==> config.mk <==
export PLATFORM = sky130hd
export DESIGN_NAME = sas_sequencer
export DESIGN_NICKNAME = d
export VERILOG_FILES = /design/src/sas_pkg.sv /design/src/sas_prescaler.sv /design/src/sas_sequencer.sv
export SDC_FILE = /design/constraint.sdc
export NUM_CORES = 1
export LEC_CHECK = 0
export BUFFER_PORTS_ARGS = -buffer_cell sky130_fd_sc_hd__buf_2
export CAP_MARGIN = 20
export CORE_MARGIN = 2
export CORE_UTILIZATION = 60
export CTS_CLUSTER_SIZE = 30
export DETAILED_ROUTE_END_ITERATION = 10
export PLACE_DENSITY = 0.84
export SYNTH_ARGS = -nofsm -noshare
export SYNTH_HDL_FRONTEND = slang
export SYNTH_HIERARCHICAL = 1
export SYNTH_SLANG_ARGS = --single-unit
==> constraint.sdc <==
create_clock -name SYS_CLK_IN -period 4.15 [get_ports SYS_CLK_IN]
set_input_delay 0.415 -clock SYS_CLK_IN [delete_from_list [all_inputs] [get_ports SYS_CLK_IN]]
set_output_delay 0.415 -clock SYS_CLK_IN [all_outputs]
set_load 0.1 [all_outputs]
==> src/sas_pkg.sv <==
/*
 * sas_pkg: shared constants for the converter sequencer.
 * assumes one 250 MHz peripheral clock; all timing derived from its cycles.
 */
package sas_pkg;
    localparam int SAS_CLK_HZ = 250000000;
    localparam int SAS_MIN_ADC_HZ = 125000;
    // largest division that still keeps the converter clock at 125 kHz
    localparam int SAS_MAX_DIV = SAS_CLK_HZ / SAS_MIN_ADC_HZ;
    localparam int SAS_DATA_W = 12;
    localparam int SAS_RES_W = 16;
    localparam int SAS_CLOCK_DIVIDER_SELECT_W = 4;
    localparam int SAS_ACC_SEL_W = 3;
    localparam int SAS_DLY_W = 4;
    localparam int SAS_LEN_W = 8;
    localparam int SAS_INIT_W = 8;
    localparam int SAS_STARTUP_PER = 2;
    localparam int SAS_FORMAT_PER = 2;
    localparam int SAS_SAMPLE_ADC = 2;
    // 13.5 converter cycles held as half cycles
    localparam int SAS_CONV_HALF = 27;
    localparam int SAS_LEFT_SHIFT = 4;
    // low bits dropped from the raw word in 10-bit resolution
    localparam int SAS_TEN_DROP = 2;
    localparam logic [15:0] SAS_RES_RESET = 16'h0000;
    typedef enum logic [5:0] {
        SAS_IDLE = 6'b000001,
        SAS_START = 6'b000010,
        SAS_INIT = 6'b000100,
        SAS_SAMPLE = 6'b001000,
        SAS_CONV = 6'b010000,
        SAS_FORMAT = 6'b100000
    } sas_state_t;
endpackage : sas_pkg

==> src/sas_prescaler.sv <==
/*
 * sas_prescaler: converter clock tick generator.
 * assumes clr_in is high whenever no conversion runs; emits half-period ticks.
 */
module sas_prescaler
    import sas_pkg::*;
(
    input wire logic clk_in,
    input wire logic rst_n_in,
    input wire logic clr_in,
    input wire logic [SAS_CLOCK_DIVIDER_SELECT_W-1:0] sel_in,
    output logic half_tick_out
);
    logic [15:0] cnt_q;
    logic [15:0] cnt_d;
    logic [15:0] half_lim;

    // division is 2^(sel+1); a half period is 2^sel peripheral cycles
    always_comb begin
        half_lim = 16'h0001 << sel_in;
        cnt_d = cnt_q + 16'h0001;
        if (clr_in || cnt_d == half_lim) begin
            cnt_d = 16'h0000;
        end
    end

    assign half_tick_out = !clr_in && (cnt_q + 16'h0001 == half_lim);

    always_ff @(posedge clk_in or negedge rst_n_in) begin
        if (!rst_n_in) begin
            cnt_q <= 16'h0000;
        end else begin
            cnt_q <= cnt_d;
        end
    end
endmodule : sas_prescaler

==> src/sas_sequencer.sv <==
/*
 * sas_sequencer: start, delay, sample, convert and format sequencing with
 * accumulation and result formatting. assumes SAMPLE_IN carries the raw
 * conversion word when the convert phase ends, and that the event input
 * comes from another domain.
 */
module sas_sequencer
    import sas_pkg::*;
// Notes on behaviour
// free-running starts only after software writes start-conversion one; here an enabled event edge also starts it
// free-running relaunches the next cycle right after the last ends
// converter clock is divided from peripheral clock by select field
// prescaler counter restarts at the start of every conversion
// conversion begins one peripheral cycle after a trigger
// prescaler held in reset while idle; trigger delay at most two
// phases: start-up, sample two, convert 13.5, format two cycles
// on completion result register loaded and ready flag set
// accumulate chosen sample count; start bit stays set throughout
// free-running raises ready event and flag after every conversion
// software changes settings only after free-running is stopped
// sampling lasts two plus delay plus length converter cycles
// nonzero init delay holds off sampling for that many cycles
// results go to a 16-bit register, 0..4095 or 0..1023
// differential results two's complement and sign-extended
// right-aligned by default; left-align puts eight MSBs in high byte; here 10-bit sums of 32 or more samples end below bit 15
// start-conversion bit reads one while a conversion runs
// enabled rising event edge triggers and sets start bit
// ready flag set on completion even with interrupt disabled
// software clears ready flag by writing one; request holds till then
(
    input wire logic SYS_CLK_IN,
    input wire logic RESETN_IN,
    input wire logic START_CONVERSION_BIT_WR_IN,
    input wire logic START_EVENT_IN,
    input wire logic START_EVENT_INPUT_ENABLE_IN,
    input wire logic FREE_RUN_IN,
    input wire logic DIFFERENTIAL_IN,
    input wire logic RES_10BIT_IN,
    input wire logic LEFT_ALIGN_BIT_IN,
    input wire logic [SAS_CLOCK_DIVIDER_SELECT_W-1:0] CLOCK_DIVIDER_SELECT_IN,
    input wire logic [SAS_ACC_SEL_W-1:0] ACCUMULATE_COUNT_SELECT_IN,
    input wire logic [SAS_DLY_W-1:0] SAMPLING_DELAY_FIELD_IN,
    input wire logic [SAS_LEN_W-1:0] SAMPLE_LENGTH_FIELD_IN,
    input wire logic [SAS_INIT_W-1:0] INIT_DELAY_FIELD_IN,
    input wire logic RESULT_READY_INT_ENABLE_IN,
    input wire logic RESULT_READY_CLEAR_IN,
    input wire logic [SAS_DATA_W-1:0] SAMPLE_IN,
    output logic START_CONVERSION_BIT_OUT,
    output logic SAMPLING_OUT,
    output logic [SAS_RES_W-1:0] CONVERSION_RESULT_REG_OUT,
    output logic RESULT_READY_FLAG_OUT,
    output logic RESULT_READY_EVENT_OUT,
    output logic RESULT_READY_IRQ_OUT
);
    if (SAS_CLOCK_DIVIDER_SELECT_W > 15 || SAS_RES_W != 16) begin : g_bad_width
        $error("sas_sequencer: unsupported width");
    end

    sas_state_t st_q, st_d;
    logic ev_m_q, ev_s_q, ev_p_q;
    logic busy_q, busy_d;
    // ten bits: longest sampling phase is (2 + 15 + 255) * 2 half ticks
    logic [9:0] cnt_q, cnt_d;
    logic [7:0] smp_q, smp_d;
    logic [19:0] acc_q, acc_d;
    logic [15:0] res_q, res_d;
    logic rdy_q, rdy_d;
    logic evo_q, evo_d;
    logic half_tick;
    logic trig;
    logic [7:0] n_samples;
    logic [9:0] sample_halves;

    // sign- or zero-extend one sample to accumulator width
    function automatic logic [19:0] extend(input logic [11:0] v,
                                          input logic diff,
                                          input logic ten);
        logic [11:0] x;
        x = ten ? {2'b00, v[11:2]} : v;
        if (diff && ten) begin
            extend = {{10{v[11]}}, v[11:2]};
        end else if (diff) begin
            extend = {{8{x[11]}}, x};
        end else begin
            extend = {8'h00, x};
        end
    endfunction : extend

    // fit the sum into 16 bits: truncate above 16 samples, then align so
    // the eight top bits of a 12-bit word, or of a 10-bit sum of up to 16 samples, land in the high byte
    function automatic logic [15:0] fmt(input logic [19:0] a,
                                       input logic [2:0] sel,
                                       input logic left,
                                       input logic ten);
        logic [19:0] t;
        logic [15:0] r;
        int sh;
        sh = SAS_LEFT_SHIFT + (ten ? SAS_TEN_DROP : 0) - int'(sel);
        t = (sel > 3'd4) ? (a >>> (sel - 3'd4)) : a;
        r = t[15:0];
        if (left && sh > 0) begin
            r = r << sh;
        end
        fmt = r;
    endfunction : fmt

    sas_prescaler u_clock_divider_select (
        .clk_in(SYS_CLK_IN),
        .rst_n_in(RESETN_IN),
        .clr_in(st_q == SAS_IDLE || st_q == SAS_START),
        .sel_in(CLOCK_DIVIDER_SELECT_IN),
        .half_tick_out(half_tick)
    );

    // two-flop synchroniser, then edge detect on the second stage only
    always_ff @(posedge SYS_CLK_IN or negedge RESETN_IN) begin
        if (!RESETN_IN) begin
            ev_m_q <= 1'b0;
            ev_s_q <= 1'b0;
            ev_p_q <= 1'b0;
        end else begin
            ev_m_q <= START_EVENT_IN;
            ev_s_q <= ev_m_q;
            ev_p_q <= ev_s_q;
        end
    end

    assign trig = START_CONVERSION_BIT_WR_IN ||
                  (START_EVENT_INPUT_ENABLE_IN && ev_s_q && !ev_p_q);
    assign n_samples = 8'h01 << ACCUMULATE_COUNT_SELECT_IN;
    // counts are in converter half-periods
    assign sample_halves = 10'((SAS_SAMPLE_ADC + SAMPLING_DELAY_FIELD_IN
                               + SAMPLE_LENGTH_FIELD_IN) * 2);

    always_comb begin
        st_d = st_q;
        busy_d = busy_q;
        cnt_d = cnt_q;
        smp_d = smp_q;
        acc_d = acc_q;
        res_d = res_q;
        rdy_d = rdy_q;
        evo_d = 1'b0;
        if (RESULT_READY_CLEAR_IN) begin
            rdy_d = 1'b0;
        end
        case (st_q)
            SAS_IDLE: begin
                if (trig) begin
                    st_d = SAS_START;
                    busy_d = 1'b1;
                    acc_d = 20'h00000;
                    smp_d = 8'h00;
                    cnt_d = 10'h000;
                end
            end
            SAS_START: begin
                cnt_d = 10'h000;
                st_d = (INIT_DELAY_FIELD_IN != 8'h00) ? SAS_INIT
                                                       : SAS_SAMPLE;
            end
            SAS_INIT: begin
                if (half_tick) begin
                    cnt_d = cnt_q + 10'h001;
                    if (cnt_q + 10'h001 ==
                        {1'b0, INIT_DELAY_FIELD_IN, 1'b0}) begin
                        st_d = SAS_SAMPLE;
                        cnt_d = 10'h000;
                    end
                end
            end
            SAS_SAMPLE: begin
                if (half_tick) begin
                    cnt_d = cnt_q + 10'h001;
                    if (cnt_q + 10'h001 == sample_halves) begin
                        st_d = SAS_CONV;
                        cnt_d = 10'h000;
                    end
                end
            end
            SAS_CONV: begin
                if (half_tick) begin
                    cnt_d = cnt_q + 10'h001;
                    if (cnt_q + 10'h001 == 10'(SAS_CONV_HALF)) begin
                        st_d = SAS_FORMAT;
                        cnt_d = 10'h000;
                        acc_d = acc_q + extend(SAMPLE_IN, DIFFERENTIAL_IN,
                                               RES_10BIT_IN);
                        smp_d = smp_q + 8'h01;
                    end
                end
            end
            SAS_FORMAT: begin
                cnt_d = cnt_q + 10'h001;
                if (cnt_q + 10'h001 == 10'(SAS_FORMAT_PER)) begin
                    cnt_d = 10'h000;
                    if (smp_q != n_samples) begin
                        st_d = SAS_SAMPLE;
                    end else begin
                        res_d = fmt(acc_q, ACCUMULATE_COUNT_SELECT_IN,
                                    LEFT_ALIGN_BIT_IN,
                                    RES_10BIT_IN);
                        rdy_d = 1'b1;
                        evo_d = 1'b1;
                        acc_d = 20'h00000;
                        smp_d = 8'h00;
                        if (FREE_RUN_IN) begin
                            st_d = SAS_START;
                        end else begin
                            st_d = SAS_IDLE;
                            busy_d = 1'b0;
                        end
                    end
                end
            end
            default: begin
                st_d = SAS_IDLE;
                busy_d = 1'b0;
            end
        endcase
    end

    always_ff @(posedge SYS_CLK_IN or negedge RESETN_IN) begin
        if (!RESETN_IN) begin
            st_q <= SAS_IDLE;
            busy_q <= 1'b0;
            cnt_q <= 10'h000;
            smp_q <= 8'h00;
            acc_q <= 20'h00000;
            res_q <= SAS_RES_RESET;
            rdy_q <= 1'b0;
            evo_q <= 1'b0;
        end else begin
            st_q <= st_d;
            busy_q <= busy_d;
            cnt_q <= cnt_d;
            smp_q <= smp_d;
            acc_q <= acc_d;
            res_q <= res_d;
            rdy_q <= rdy_d;
            evo_q <= evo_d;
        end
    end

    assign START_CONVERSION_BIT_OUT = busy_q;
    assign SAMPLING_OUT = (st_q == SAS_SAMPLE);
    assign CONVERSION_RESULT_REG_OUT = res_q;
    assign RESULT_READY_FLAG_OUT = rdy_q;
    assign RESULT_READY_EVENT_OUT = evo_q;
    assign RESULT_READY_IRQ_OUT = rdy_q && RESULT_READY_INT_ENABLE_IN;

    chk_start_leaves_idle: assert property (@(posedge SYS_CLK_IN)
        disable iff (!RESETN_IN)
        (st_q == SAS_IDLE && trig) |=> st_q == SAS_START && busy_q)
        else $error("trigger did not start conversion");

    chk_start_then_run: assert property (@(posedge SYS_CLK_IN)
        disable iff (!RESETN_IN)
        st_q == SAS_START |=> st_q inside {SAS_INIT, SAS_SAMPLE})
        else $error("start-up longer than allowed");

    chk_done_sets_flag: assert property (@(posedge SYS_CLK_IN)
        disable iff (!RESETN_IN)
        evo_q |-> rdy_q && $changed(st_q))
        else $error("completion without ready flag");

    chk_flag_set_wins: assert property (@(posedge SYS_CLK_IN)
        disable iff (!RESETN_IN)
        (evo_d && RESULT_READY_CLEAR_IN) |=> rdy_q)
        else $error("ready lost to clear");

    chk_busy_until_done: assert property (@(posedge SYS_CLK_IN)
        disable iff (!RESETN_IN)
        $fell(busy_q) |-> $past(st_q) == SAS_FORMAT && st_q == SAS_IDLE)
        else $error("start bit cleared early");

    chk_free_run_restart: assert property (@(posedge SYS_CLK_IN)
        disable iff (!RESETN_IN)
        (evo_d && FREE_RUN_IN) |=> st_q == SAS_START && busy_q)
        else $error("free-running did not relaunch");

    chk_idle_clock_divider_select_clear: assert property (@(posedge SYS_CLK_IN)
        disable iff (!RESETN_IN)
        st_q == SAS_IDLE |-> !half_tick)
        else $error("prescaler ran while idle");

    chk_format_two: assert property (@(posedge SYS_CLK_IN)
        disable iff (!RESETN_IN)
        $rose(st_q == SAS_FORMAT) |-> st_q == SAS_FORMAT [*2]
        ##1 st_q != SAS_FORMAT)
        else $error("format phase not two cycles");

    chk_irq_holds: assert property (@(posedge SYS_CLK_IN)
        disable iff (!RESETN_IN)
        (rdy_q && !RESULT_READY_CLEAR_IN && !evo_d) |=> rdy_q)
        else $error("ready flag dropped without clear");
endmodule : sas_sequencer

-- Yosys cells after proc, flatten, opt, wreduce, memory -nomap -nowiden
Cells that the tools add are included.
- add/subtract/negate cells: 9
- magnitude comparators: 2
- eq/ne operators: 22
- shift-type cells: 4
- muxes and demuxes: 55
- bitwise gates (word level): 2
- reduce and logical (&&, ||, !) cells: 20
- operators by type and width (operator ; number):
    20-bit two-way mux ; 10
    10-bit two-way mux ; 8
    10-bit case mux with 6 select lines ; 1
    20-bit case mux with 3 select lines ; 1
    16-bit two-way mux ; 3
    6-bit two-way mux ; 8
    8-bit two-way mux ; 5
    6-bit case mux with 6 select lines ; 1
    16-bit by 32-bit left shift with 16-bit output ; 1
    8-bit case mux with 3 select lines ; 1
    20-bit adder ; 1
    20-bit by 3-bit >>> shifter with 16-bit output ; 1
    16-bit by 1-bit adder with 16-bit output, second input constant ; 1
    16-bit equality test ; 1
    2-bit != test, second input constant ; 8
    1-bit by 4-bit left shift with 16-bit output, first input constant ; 1
    12-bit two-way mux ; 1
    1-bit two-way mux ; 11
    10-bit by 1-bit adder with 10-bit output, second input constant ; 1
    10-bit equality test ; 1
    10-bit by 2-bit equality test with 1-bit output, second input constant ; 1
    10-bit by 5-bit equality test with 1-bit output, second input constant ; 1
    10-bit by 9-bit equality test with 1-bit output ; 1
    5-bit AND reduction ; 2
    other kinds (31) ; 43
- register bits after elaboration: 82
- input bits: 50
- output and inout bits: 21
- logic and storage cells: 126

-- Longest topological paths before layout
Gate-level depths: netlist (run 1).
- word-level depth: 10
- gate-level depth with buffers: 15
- mapped depth without buffers: 14

-- Cells and area by module
The synthesis (run 1) kept the hierarchy.
- by module, submodules not included (module ; times used ; cells an instance ; area an instance (µm²)):
    sas_sequencer ; 1 ; 787 ; 6518.8
    sas_prescaler ; 1 ; 164 ; 1551.5

-- Worst setup path before layout (run 1)
Ideal clock, no wire load.
- kind: register to register
- from: reg u_clock_divider_select.cnt_q[4]
- to: reg smp_q[7]
- arrival: 3.184 ns
- data required time: 4.055 ns
- path slack: 0.870 ns
- stages on the path, launching flop included: 15
- cell sequence: dfrtp_1 > buf_2 > nand4_4 > buf_6 > nor3_1 > xnor2_1 > o2111ai_1 > nor4_4 > and4b_1 > inv_1 > o21ai_0 > nand4_4 > or2_1 > buf_2 > o31ai_1
- word-level cells in the longest chain between the ends: 5
- RTL lines (item ; RTL line ; source):
    start: declaration ; sas_prescaler.sv:14 ; logic [15:0] cnt_q;
    start signal: assignment ; sas_prescaler.sv:33 ; cnt_q <= cnt_d;
    16-bit by 1-bit adder with 16-bit output ; sas_prescaler.sv:27 ; assign half_tick_out = !clr_in && (cnt_q + 16'h0001 == half_lim);
    16-bit equality test ; sas_prescaler.sv:27 ;
    1-bit logical AND ; sas_prescaler.sv:27 ;
    named net half_tick ; sas_sequencer.sv:69 ; logic half_tick;
    2-bit != test (no line) ; n/a ;
    6-bit AND reduction (no line) ; n/a ;
    end signal: assignment ; sas_sequencer.sv:237 ; smp_q <= smp_d;
    end: declaration ; sas_sequencer.sv:64 ; logic [7:0] smp_q, smp_d;
The timed path passes the listed nets, and every way through them passes these cells.
A chain may end at the register's enable or synchronous reset.

-- Final worst setup path (run 1)
- from: reg u_clock_divider_select.cnt_q[0]
- to: reg acc_q[7]
- word-level cells in the longest chain between the ends: 5
- RTL lines (item ; RTL line ; source):
    16-bit by 1-bit adder with 16-bit output ; sas_prescaler.sv:27 ;
    16-bit equality test ; sas_prescaler.sv:27 ;
    1-bit logical AND ; sas_prescaler.sv:27 ;
    named net half_tick ; sas_sequencer.sv:69 ;
    2-bit != test (no line) ; n/a ;
    6-bit AND reduction (no line) ; n/a ;
    end signal: assignment ; sas_sequencer.sv:229 ; acc_q <= 20'h00000;
    end signal: assignment ; sas_sequencer.sv:238 ; acc_q <= acc_d;
    end: declaration ; sas_sequencer.sv:65 ; logic [19:0] acc_q, acc_d;
The timed path passes the listed nets, and every way through them passes these cells.

==> flow_results.xml, run 1 <==
<?xml version="1.0" encoding="UTF-8"?>
<metrics>
  <group name="route">
    <metric name="detailedRoute.firstIterationViolations" unit="">838</metric>
    <metric name="drt-wirelength-per-cell" unit="um">17.5</metric>
    <metric name="postRouteAntennaNets" unit="">0</metric>
    <metric name="avgViaCountPerCell" unit="">6.59</metric>
    <metric name="drc_errors" unit="">0</metric>
    <metric name="detail_route.first_pass.iterations" unit="">7</metric>
    <metric name="detail_route.wirelength" unit="mm">20.3</metric>
    <metric name="total_number_of_vias" unit="">7654</metric>
  </group>
  <group name="synthesis">
    <metric name="synthTopCellsByArea" unit="">sky130_fd_sc_hd__dfrtp_1, sky130_fd_sc_hd__ha_1, sky130_fd_sc_hd__o21ai_0</metric>
    <metric name="synth_edf_count" unit="">0</metric>
    <metric name="ys_warn_count" unit="">6</metric>
    <metric name="synthDistinctLibCells" unit="">93</metric>
    <metric name="synthArstFlopShare" unit="%">100</metric>
    <metric name="syn_inst" unit="">951</metric>
    <metric name="cell_types_with_the_highest_counts_after_synthesis" unit="">sky130_fd_sc_hd__dfrtp_1, sky130_fd_sc_hd__nand2_1, sky130_fd_sc_hd__o21ai_0</metric>
    <metric name="synth_top_area_share" unit="%">24.8</metric>
    <metric name="ys_seq_area_share" unit="%">25.1</metric>
    <metric name="post_synth_xor_area_fraction" unit="%">6.51</metric>
    <metric name="synth_compound_area_share" unit="%">24.6</metric>
    <metric name="average_cell_area_after_synthesis" unit="um^2">8.49</metric>
    <metric name="synth-seq-cells" unit="">81</metric>
    <metric name="syn_area" unit="mm^2">0.00807</metric>
    <metric name="yosys.area_share.simple" unit="%">23.2</metric>
    <metric name="synthAdderAreaFrac" unit="%">6.29</metric>
    <metric name="synth_mux_area_share" unit="%">8.22</metric>
    <metric name="dominantRegCellSynth" unit="">sky130_fd_sc_hd__dfrtp_1</metric>
    <metric name="yosysTopAreaCell" unit="">sky130_fd_sc_hd__dfrtp_1</metric>
    <metric name="synth_top_family_by_area" unit="">compound AO/OA/AOI/OAI gates</metric>
    <metric name="syn-num-nets" unit="">1039</metric>
    <metric name="yosysMostFrequentCell" unit="">sky130_fd_sc_hd__dfrtp_1</metric>
  </group>
  <group name="run">
    <metric name="drv_cap" unit="">0</metric>
  </group>
  <group name="finish">
    <metric name="syn2layout_area_growth" unit="%">7.83</metric>
    <metric name="regArea" unit="mm^2">0.00203</metric>
    <metric name="final_nets" unit="">1068</metric>
    <metric name="multi_input_combinational_cell_area" unit="mm^2">0.00555</metric>
    <metric name="share_of_layout_cells_above_drive_strength_1" unit="%">16.5</metric>
    <metric name="fin_util" unit="%">66.0</metric>
    <metric name="antenna_cells" unit="">0</metric>
    <metric name="postLayoutCellArea" unit="mm^2">0.00870</metric>
    <metric name="post_layout_nonfiller_instances" unit="">1161</metric>
    <metric name="fillerInstances" unit="">1114</metric>
  </group>
  <group name="sta">
    <metric name="timing.clock.skew" unit="ps">8.93</metric>
    <metric name="layout_worst_path_cycle_share" unit="%">86.4</metric>
    <metric name="post-route-min-period" unit="ps">3580</metric>
    <metric name="timing_worst_slew_pin_value" unit="ps">722</metric>
    <metric name="setup_viol" unit="">0</metric>
    <metric name="timing.final.max_slew_violations" unit="">0</metric>
    <metric name="slew-limit-headroom" unit="%">51.9</metric>
    <metric name="maxClockFrequency" unit="MHz">279</metric>
    <metric name="fin_tns_setup" unit="ps">0</metric>
    <metric name="rsz_0062_raised_after_global_routing" unit="">no</metric>
    <metric name="timing.final.hold_violations" unit="">0</metric>
  </group>
  <group name="worst_setup_path">
    <metric name="crit_arrival" unit="ps">3820</metric>
    <metric name="worst_path_maximum_fanout" unit="">44</metric>
    <metric name="cpMaxStageDelayCell" unit="">sky130_fd_sc_hd__nor3_1</metric>
    <metric name="regToRegEndpoint" unit="">acc_q[7]$_DFFE_PN0P_</metric>
    <metric name="r2r_setup_slack" unit="ps">570</metric>
    <metric name="critical_path.endpoint_type" unit="">flip-flop</metric>
    <metric name="rr_worst_depth" unit="">11</metric>
    <metric name="cp_cell_sequence" unit="">nand3_1 &gt; nor3_1 &gt; xnor2_1 &gt; o2111ai_1 &gt; nor4_4 &gt; and4b_1 &gt; inv_1 &gt; o21ai_0 &gt; nand4_4 &gt; buf_4 &gt; o41ai_1</metric>
    <metric name="critical_path.reg2reg.startpoint" unit="">u_clock_divider_select/cnt_q[0]$_DFF_PN0_</metric>
    <metric name="type_of_the_setup_path_with_the_least_slack" unit="">flip-flop to flip-flop</metric>
    <metric name="cp_data_required_time" unit="ps">4380</metric>
    <metric name="setup.worst_path.start_class" unit="">flip-flop</metric>
    <metric name="crit_path_max_incr_delay" unit="ps">470</metric>
  </group>
  <group name="grt">
    <metric name="number_of_global_route_vias_before_repair" unit="">7065</metric>
    <metric name="global_route_overflow" unit="">0</metric>
    <metric name="grt_max_degree" unit="">46</metric>
    <metric name="grt_pass1_wl" unit="mm">34.4</metric>
    <metric name="globalRouteTotalUtil" unit="%">29.1</metric>
    <metric name="antenna_found_initial" unit="">0</metric>
  </group>
  <group name="power_and_ir_drop">
    <metric name="powerDensity" unit="mW/mm^2">322</metric>
    <metric name="post-layout-total-power" unit="uW">2800</metric>
    <metric name="static-leakage-power" unit="uW">0.00365</metric>
    <metric name="power.ir.vdd_worst" unit="mV">0.346</metric>
  </group>
  <group name="cts">
    <metric name="tritoncts.num_buffers" unit="">9</metric>
    <metric name="cts_tree" unit="">done</metric>
    <metric name="clock_insertion_delay_at_the_later_pin_of_the_skew_report" unit="ps">350</metric>
    <metric name="cts.sinks" unit="">81</metric>
    <metric name="max-clock-path-buffers" unit="">2</metric>
    <metric name="cts_setup_buffers" unit="">0</metric>
    <metric name="cts_root_buffer" unit="">sky130_fd_sc_hd__clkbuf_16</metric>
    <metric name="clk_transition_reported_paths" unit="ps">60</metric>
    <metric name="cts.hold.buffers_added" unit="">0</metric>
    <metric name="clock_tree.htree_level_count" unit="">3</metric>
    <metric name="cts_resized" unit="">0</metric>
  </group>
  <group name="die">
    <metric name="die_area" unit="mm^2">0.0144</metric>
    <metric name="core.rowCount" unit="">42</metric>
    <metric name="pin_count" unit="">71</metric>
    <metric name="chipHeight" unit="um">120</metric>
    <metric name="start_util" unit="%">61.2</metric>
    <metric name="core_region_area" unit="mm^2">0.0132</metric>
    <metric name="die_width" unit="um">120</metric>
  </group>
  <group name="placement">
    <metric name="dp_cells" unit="">1145</metric>
    <metric name="gp_routability_congestion" unit="">0.969</metric>
    <metric name="place.detailed.hpwl" unit="mm">14.7</metric>
    <metric name="detailed_place.area" unit="mm^2">0.00842</metric>
    <metric name="port-buffer-count" unit="">70</metric>
  </group>
  <group name="run_status">
    <metric name="run_status" unit="">finished, final reports clean</metric>
  </group>
  <group name="min_path">
    <metric name="hold_class" unit="">primary input to async pin</metric>
  </group>
</metrics>
[flip-flops by register name, summed over array words and instances, names as in the netlist]
signal	flops
RESULT_READY_FLAG_OUT	1
u_clock_divider_select/cnt_q	16
ev_m_q	1
cnt_q	10
ev_p_q	1
st_q	6
ev_s_q	1
CONVERSION_RESULT_REG_OUT	16
START_CONVERSION_BIT_OUT	1
RESULT_READY_EVENT_OUT	1
acc_q	19
smp_q	8
[final cells by class]
cell class / instances / share of cell area [%]
Inverter: 40 / 1.73
Clock buffer: 13 / 2.76
Clock inverter: 3 / 0.503
Timing Repair Buffer: 85 / 5.35
Sequential cell: 81 / 23.3
Tap cell: 176 / 2.53
Multi-Input combinational cell: 763 / 63.8
[worst max-delay path, delay by kind of cell, from the launching register on]
family                    cells  cell delay (ps)
AOI/OAI and AO/OA             3              840
DFF                           1              440
buffers and inverters         2              350
and+or+nand+nor               5             1650
xor gates and xnor gates      1              160
[power breakdown]
part           leakage, uW  switching [uW]  total [uW]  internal (uW)
clock network     0.000138             323         791            467
registers          0.00111            61.2         900            839
logic              0.00241             725        1110            386
[logic make-up after synthesis]
family | Yosys count
buffers and inverters | 107
and+or+nand+nor | 333
adders and majority gates | 39
DFF | 81
AOI/OAI and AO/OA | 281
xor gates and xnor gates | 60
muxes | 50
[stage by stage]
stage	setup slack, ps	hold WS [ps]
3_5_place_dp	514	347
5_1_grt	308	124
3_3_place_gp	650	338
2_1_floorplan	870	119
4_1_cts	648	95.6
6_report	566	77.0
[per-layer routing]
metal  track usage, %  vias to the layer above  routed length [um]
li1                 -                     3648                   -
met1             38.8                     3668                8770
met2             48.0                      285                9850
met3             4.23                       53                1140
met4             10.8                        0                 550
met5                0                        -                   0
[layout by cell type, fill, tap and decap left out, types with 11 or more instances in the layout]
cell                       synthesis  final
sky130_fd_sc_hd__xnor2_1          36     36
sky130_fd_sc_hd__a31oi_1          15     15
sky130_fd_sc_hd__o22ai_1          15     15
sky130_fd_sc_hd__nor2_1           58     58
sky130_fd_sc_hd__buf_2            20     69
sky130_fd_sc_hd__buf_4             8     16
sky130_fd_sc_hd__nand3b_1         11     11
sky130_fd_sc_hd__mux4_2           11     11
sky130_fd_sc_hd__mux2i_1          19     19
sky130_fd_sc_hd__and2_1           12     12
sky130_fd_sc_hd__and3_1           15     15
sky130_fd_sc_hd__nand3_1          24     24
sky130_fd_sc_hd__inv_1            38     38
sky130_fd_sc_hd__a21oi_1          46     46
sky130_fd_sc_hd__nor3_1           30     30
sky130_fd_sc_hd__o21ai_0          68     68
sky130_fd_sc_hd__nand4_1          14     14
sky130_fd_sc_hd__nand2b_1         24     24
sky130_fd_sc_hd__nand2_1          76     76
sky130_fd_sc_hd__xor2_1           24     24
sky130_fd_sc_hd__o31ai_1          17     17
sky130_fd_sc_hd__dfrtp_1          80     80
sky130_fd_sc_hd__mux2_2           20     20
sky130_fd_sc_hd__ha_1             35     35
[worst max path at each step]
stage / start / endpoint / slack, ps
detailed placement: RES_10BIT_IN / acc_q[18]$_DFFE_PN0P_ / 510
global placement: RES_10BIT_IN / acc_q[18]$_DFFE_PN0P_ / 650
finish: u_clock_divider_select/cnt_q[0]$_DFF_PN0_ / acc_q[7]$_DFFE_PN0P_ / 570
CTS: u_clock_divider_select/cnt_q[0]$_DFF_PN0_ / acc_q[7]$_DFFE_PN0P_ / 650
floorplan: u_clock_divider_select/cnt_q[4]$_DFF_PN0_ / smp_q[7]$_DFFE_PN0P_ / 870
global route: u_clock_divider_select/cnt_q[0]$_DFF_PN0_ / acc_q[7]$_DFFE_PN0P_ / 310
(Power assumes the default switching activity.)
==> run 2, diff against run 1 <==
--- a/config.mk
+++ b/config.mk
@@ -11,7 +11,7 @@
 export CORE_UTILIZATION = 60
 export CTS_CLUSTER_SIZE = 30
 export DETAILED_ROUTE_END_ITERATION = 10
-export PLACE_DENSITY = 0.84
+export PLACE_DENSITY = 0.86
 export SYNTH_ARGS = -nofsm -noshare
 export SYNTH_HDL_FRONTEND = slang
 export SYNTH_HIERARCHICAL = 1
==> run 2 against run 1 <==
Against the previous run:
- clock skew shrank 1.7 ps
- global-route usage down 0.69 points
- register-to-register slack got worse by 40 ps
- clock power up 2.9%
- setup slack got worse by 44 ps
- design area barely moved
- core utilization barely moved
- critical endpoint unchanged
- largest power group unchanged
==> flow_results.xml, run 2 (same netlist as run 1, synthesis figures left out) <==
<?xml version="1.0" encoding="UTF-8"?>
<metrics>
  <group name="cts">
    <metric name="cts_resized" unit="">0</metric>
    <metric name="tritoncts.num_buffers" unit="">9</metric>
    <metric name="cts.hold.buffers_added" unit="">0</metric>
    <metric name="cts_setup_buffers" unit="">0</metric>
    <metric name="cts_root_buffer" unit="">sky130_fd_sc_hd__clkbuf_16</metric>
    <metric name="clock_insertion_delay_at_the_later_pin_of_the_skew_report" unit="ps">350</metric>
    <metric name="cts_tree" unit="">done</metric>
    <metric name="clock_tree.htree_level_count" unit="">3</metric>
    <metric name="cts.sinks" unit="">81</metric>
    <metric name="max-clock-path-buffers" unit="">2</metric>
    <metric name="clk_transition_reported_paths" unit="ps">60</metric>
  </group>
  <group name="min_path">
    <metric name="hold_class" unit="">primary input to async pin</metric>
  </group>
  <group name="route">
    <metric name="drc_errors" unit="">0</metric>
    <metric name="postRouteAntennaNets" unit="">0</metric>
    <metric name="detailedRoute.firstIterationViolations" unit="">702</metric>
    <metric name="detail_route.first_pass.iterations" unit="">5</metric>
    <metric name="total_number_of_vias" unit="">7585</metric>
    <metric name="detail_route.wirelength" unit="mm">20.0</metric>
    <metric name="avgViaCountPerCell" unit="">6.54</metric>
    <metric name="drt-wirelength-per-cell" unit="um">17.2</metric>
  </group>
  <group name="sta">
    <metric name="timing_worst_slew_pin_value" unit="ps">729</metric>
    <metric name="post-route-min-period" unit="ps">3630</metric>
    <metric name="slew-limit-headroom" unit="%">51.4</metric>
    <metric name="timing.final.max_slew_violations" unit="">0</metric>
    <metric name="setup_viol" unit="">0</metric>
    <metric name="rsz_0062_raised_after_global_routing" unit="">no</metric>
    <metric name="timing.final.hold_violations" unit="">0</metric>
    <metric name="layout_worst_path_cycle_share" unit="%">87.4</metric>
    <metric name="hold_ws" unit="ps">81.3</metric>
    <metric name="fin_tns_setup" unit="ps">0</metric>
    <metric name="timing.clock.skew" unit="ps">7.21</metric>
    <metric name="maxClockFrequency" unit="MHz">276</metric>
  </group>
  <group name="worst_setup_path">
    <metric name="critical_path_buf_inv_count" unit="">2</metric>
    <metric name="rr_worst_depth" unit="">11</metric>
    <metric name="critical_path_cell_count" unit="">11</metric>
    <metric name="cp_top_family" unit="">simple AND/OR/NAND/NOR gates</metric>
    <metric name="cpMaxStageDelayCell" unit="">sky130_fd_sc_hd__nor3_1</metric>
    <metric name="cp_cell_sequence" unit="">nand3_1 &gt; nor3_1 &gt; xnor2_1 &gt; o2111ai_1 &gt; nor4_4 &gt; and4b_1 &gt; inv_1 &gt; o21ai_0 &gt; nand4_4 &gt; buf_4 &gt; o41ai_1</metric>
    <metric name="crit_path_max_incr_delay" unit="ps">510</metric>
    <metric name="setup.worst_path.start_class" unit="">flip-flop</metric>
    <metric name="critical_path.endpoint_type" unit="">flip-flop</metric>
    <metric name="crit_arrival" unit="ps">3870</metric>
    <metric name="type_of_the_setup_path_with_the_least_slack" unit="">flip-flop to flip-flop</metric>
    <metric name="cp_data_required_time" unit="ps">4390</metric>
    <metric name="worst_path_maximum_fanout" unit="">44</metric>
  </group>
  <group name="grt">
    <metric name="number_of_global_route_vias_before_repair" unit="">6973</metric>
    <metric name="antenna_found_initial" unit="">0</metric>
    <metric name="grt_max_degree" unit="">47</metric>
    <metric name="grt_pass1_wl" unit="mm">33.6</metric>
    <metric name="globalRouteTotalUtil" unit="%">28.4</metric>
    <metric name="global_route_overflow" unit="">0</metric>
  </group>
  <group name="die">
    <metric name="core_region_area" unit="mm^2">0.0132</metric>
    <metric name="die_width" unit="um">120</metric>
    <metric name="die_area" unit="mm^2">0.0144</metric>
    <metric name="core.rowCount" unit="">42</metric>
    <metric name="pin_count" unit="">71</metric>
    <metric name="chipHeight" unit="um">120</metric>
    <metric name="start_util" unit="%">61.2</metric>
  </group>
  <group name="run_status">
    <metric name="run_status" unit="">finished, final reports clean</metric>
  </group>
  <group name="finish">
    <metric name="number_of_flip_flops_under_the_largest_register_name" unit="">19</metric>
    <metric name="largest-register" unit="">acc_q</metric>
    <metric name="layout_commonest_cell" unit="">sky130_fd_sc_hd__dfrtp_1</metric>
    <metric name="regArea" unit="mm^2">0.00203</metric>
    <metric name="syn2layout_area_growth" unit="%">7.89</metric>
    <metric name="most-common-layout-cells" unit="">sky130_fd_sc_hd__dfrtp_1, sky130_fd_sc_hd__nand2_1, sky130_fd_sc_hd__buf_2</metric>
    <metric name="fillerInstances" unit="">1135</metric>
    <metric name="multi_input_combinational_cell_area" unit="mm^2">0.00555</metric>
    <metric name="final_nets" unit="">1067</metric>
    <metric name="antenna_cells" unit="">0</metric>
    <metric name="share_of_layout_cells_above_drive_strength_1" unit="%">16.8</metric>
  </group>
  <group name="placement">
    <metric name="gp_routability_congestion" unit="">0.940</metric>
    <metric name="port-buffer-count" unit="">70</metric>
    <metric name="place.detailed.hpwl" unit="mm">14.6</metric>
  </group>
  <group name="run">
    <metric name="drv_cap" unit="">0</metric>
  </group>
  <group name="power_and_ir_drop">
    <metric name="static-leakage-power" unit="uW">0.00366</metric>
    <metric name="power.ir.vdd_worst" unit="mV">0.469</metric>
    <metric name="powerDensity" unit="mW/mm^2">323</metric>
  </group>
</metrics>
-- run 2: cell count changes in the layout (fill, tap and decap cells not counted), sizes merged --
cell and change:
clkbuf -2, buf -1, clkinv +1, inv +1
-- run 2: metrics by stage --
stage / total power [uW] / cell area [um^2] / cells / util, % / worst slack, ps
finish: 2810 / 8710 / 1160 / 66.0 / 522
global route: 2980 / 8710 / 1160 / 66.0 / 326
CTS: 2810 / 8710 / 1160 / 66.0 / 586
detailed placement: 2000 / 8410 / 1144 / 63.8 / 551
global placement: 1970 / 8410 / 1144 / 63.8 / 647
floorplan: 1740 / 8070 / 951 / - / 870
-- run 2: per-layer routing --
layer  share of wire, %  vias to the layer above  GRT usage (%)
met5                  0                        -              0
met4                2.6                        0           10.4
met3                5.7                       43           4.23
met2                 49                      266           46.8
met1                 43                     3629           38.0
li1                   -                     3647              -
-- run 2: cell type report --
cell class,instances,share of cell area [%]
Sequential cell,81,23.3
Tap cell,176,2.53
Inverter,40,1.72
Clock inverter,5,0.618
Clock buffer,11,2.79
Timing Repair Buffer,84,5.26
Multi-Input combinational cell,763,63.8
-- run 2: final timing paths --
check | startpoint | end | slack (ps)
max | u_clock_divider_select/cnt_q[2]$_DFF_PN0_ | acc_q[7]$_DFFE_PN0P_ | 520
min | RESETN_IN | RESULT_READY_FLAG_OUT$_DFF_PN0_ | 80
max reg2reg | u_clock_divider_select/cnt_q[2]$_DFF_PN0_ | acc_q[7]$_DFFE_PN0P_ | 520
min reg2reg | ev_m_q$_DFF_PN0_ | ev_s_q$_DFF_PN0_ | 350
max in group asynchronous | RESETN_IN | st_q[0]$_DFFE_PN1P_ | 3150
min in group SYS_CLK_IN | START_EVENT_IN | ev_m_q$_DFF_PN0_ | 170
-- run 2: power breakdown --
group	internal (uW)	switching, uW	total, uW
Clock	482	332	814
Combinational	385	714	1100
Sequential	839	62.2	901
-- run 2: worst reg2reg max path: cells and delay by family, from the launching register on --
family          cells  cell delay [ps]
buf+inv             2              340
compound gates      3              870
xor+xnor            1              180
flops               1              430
simple gates        5             1680
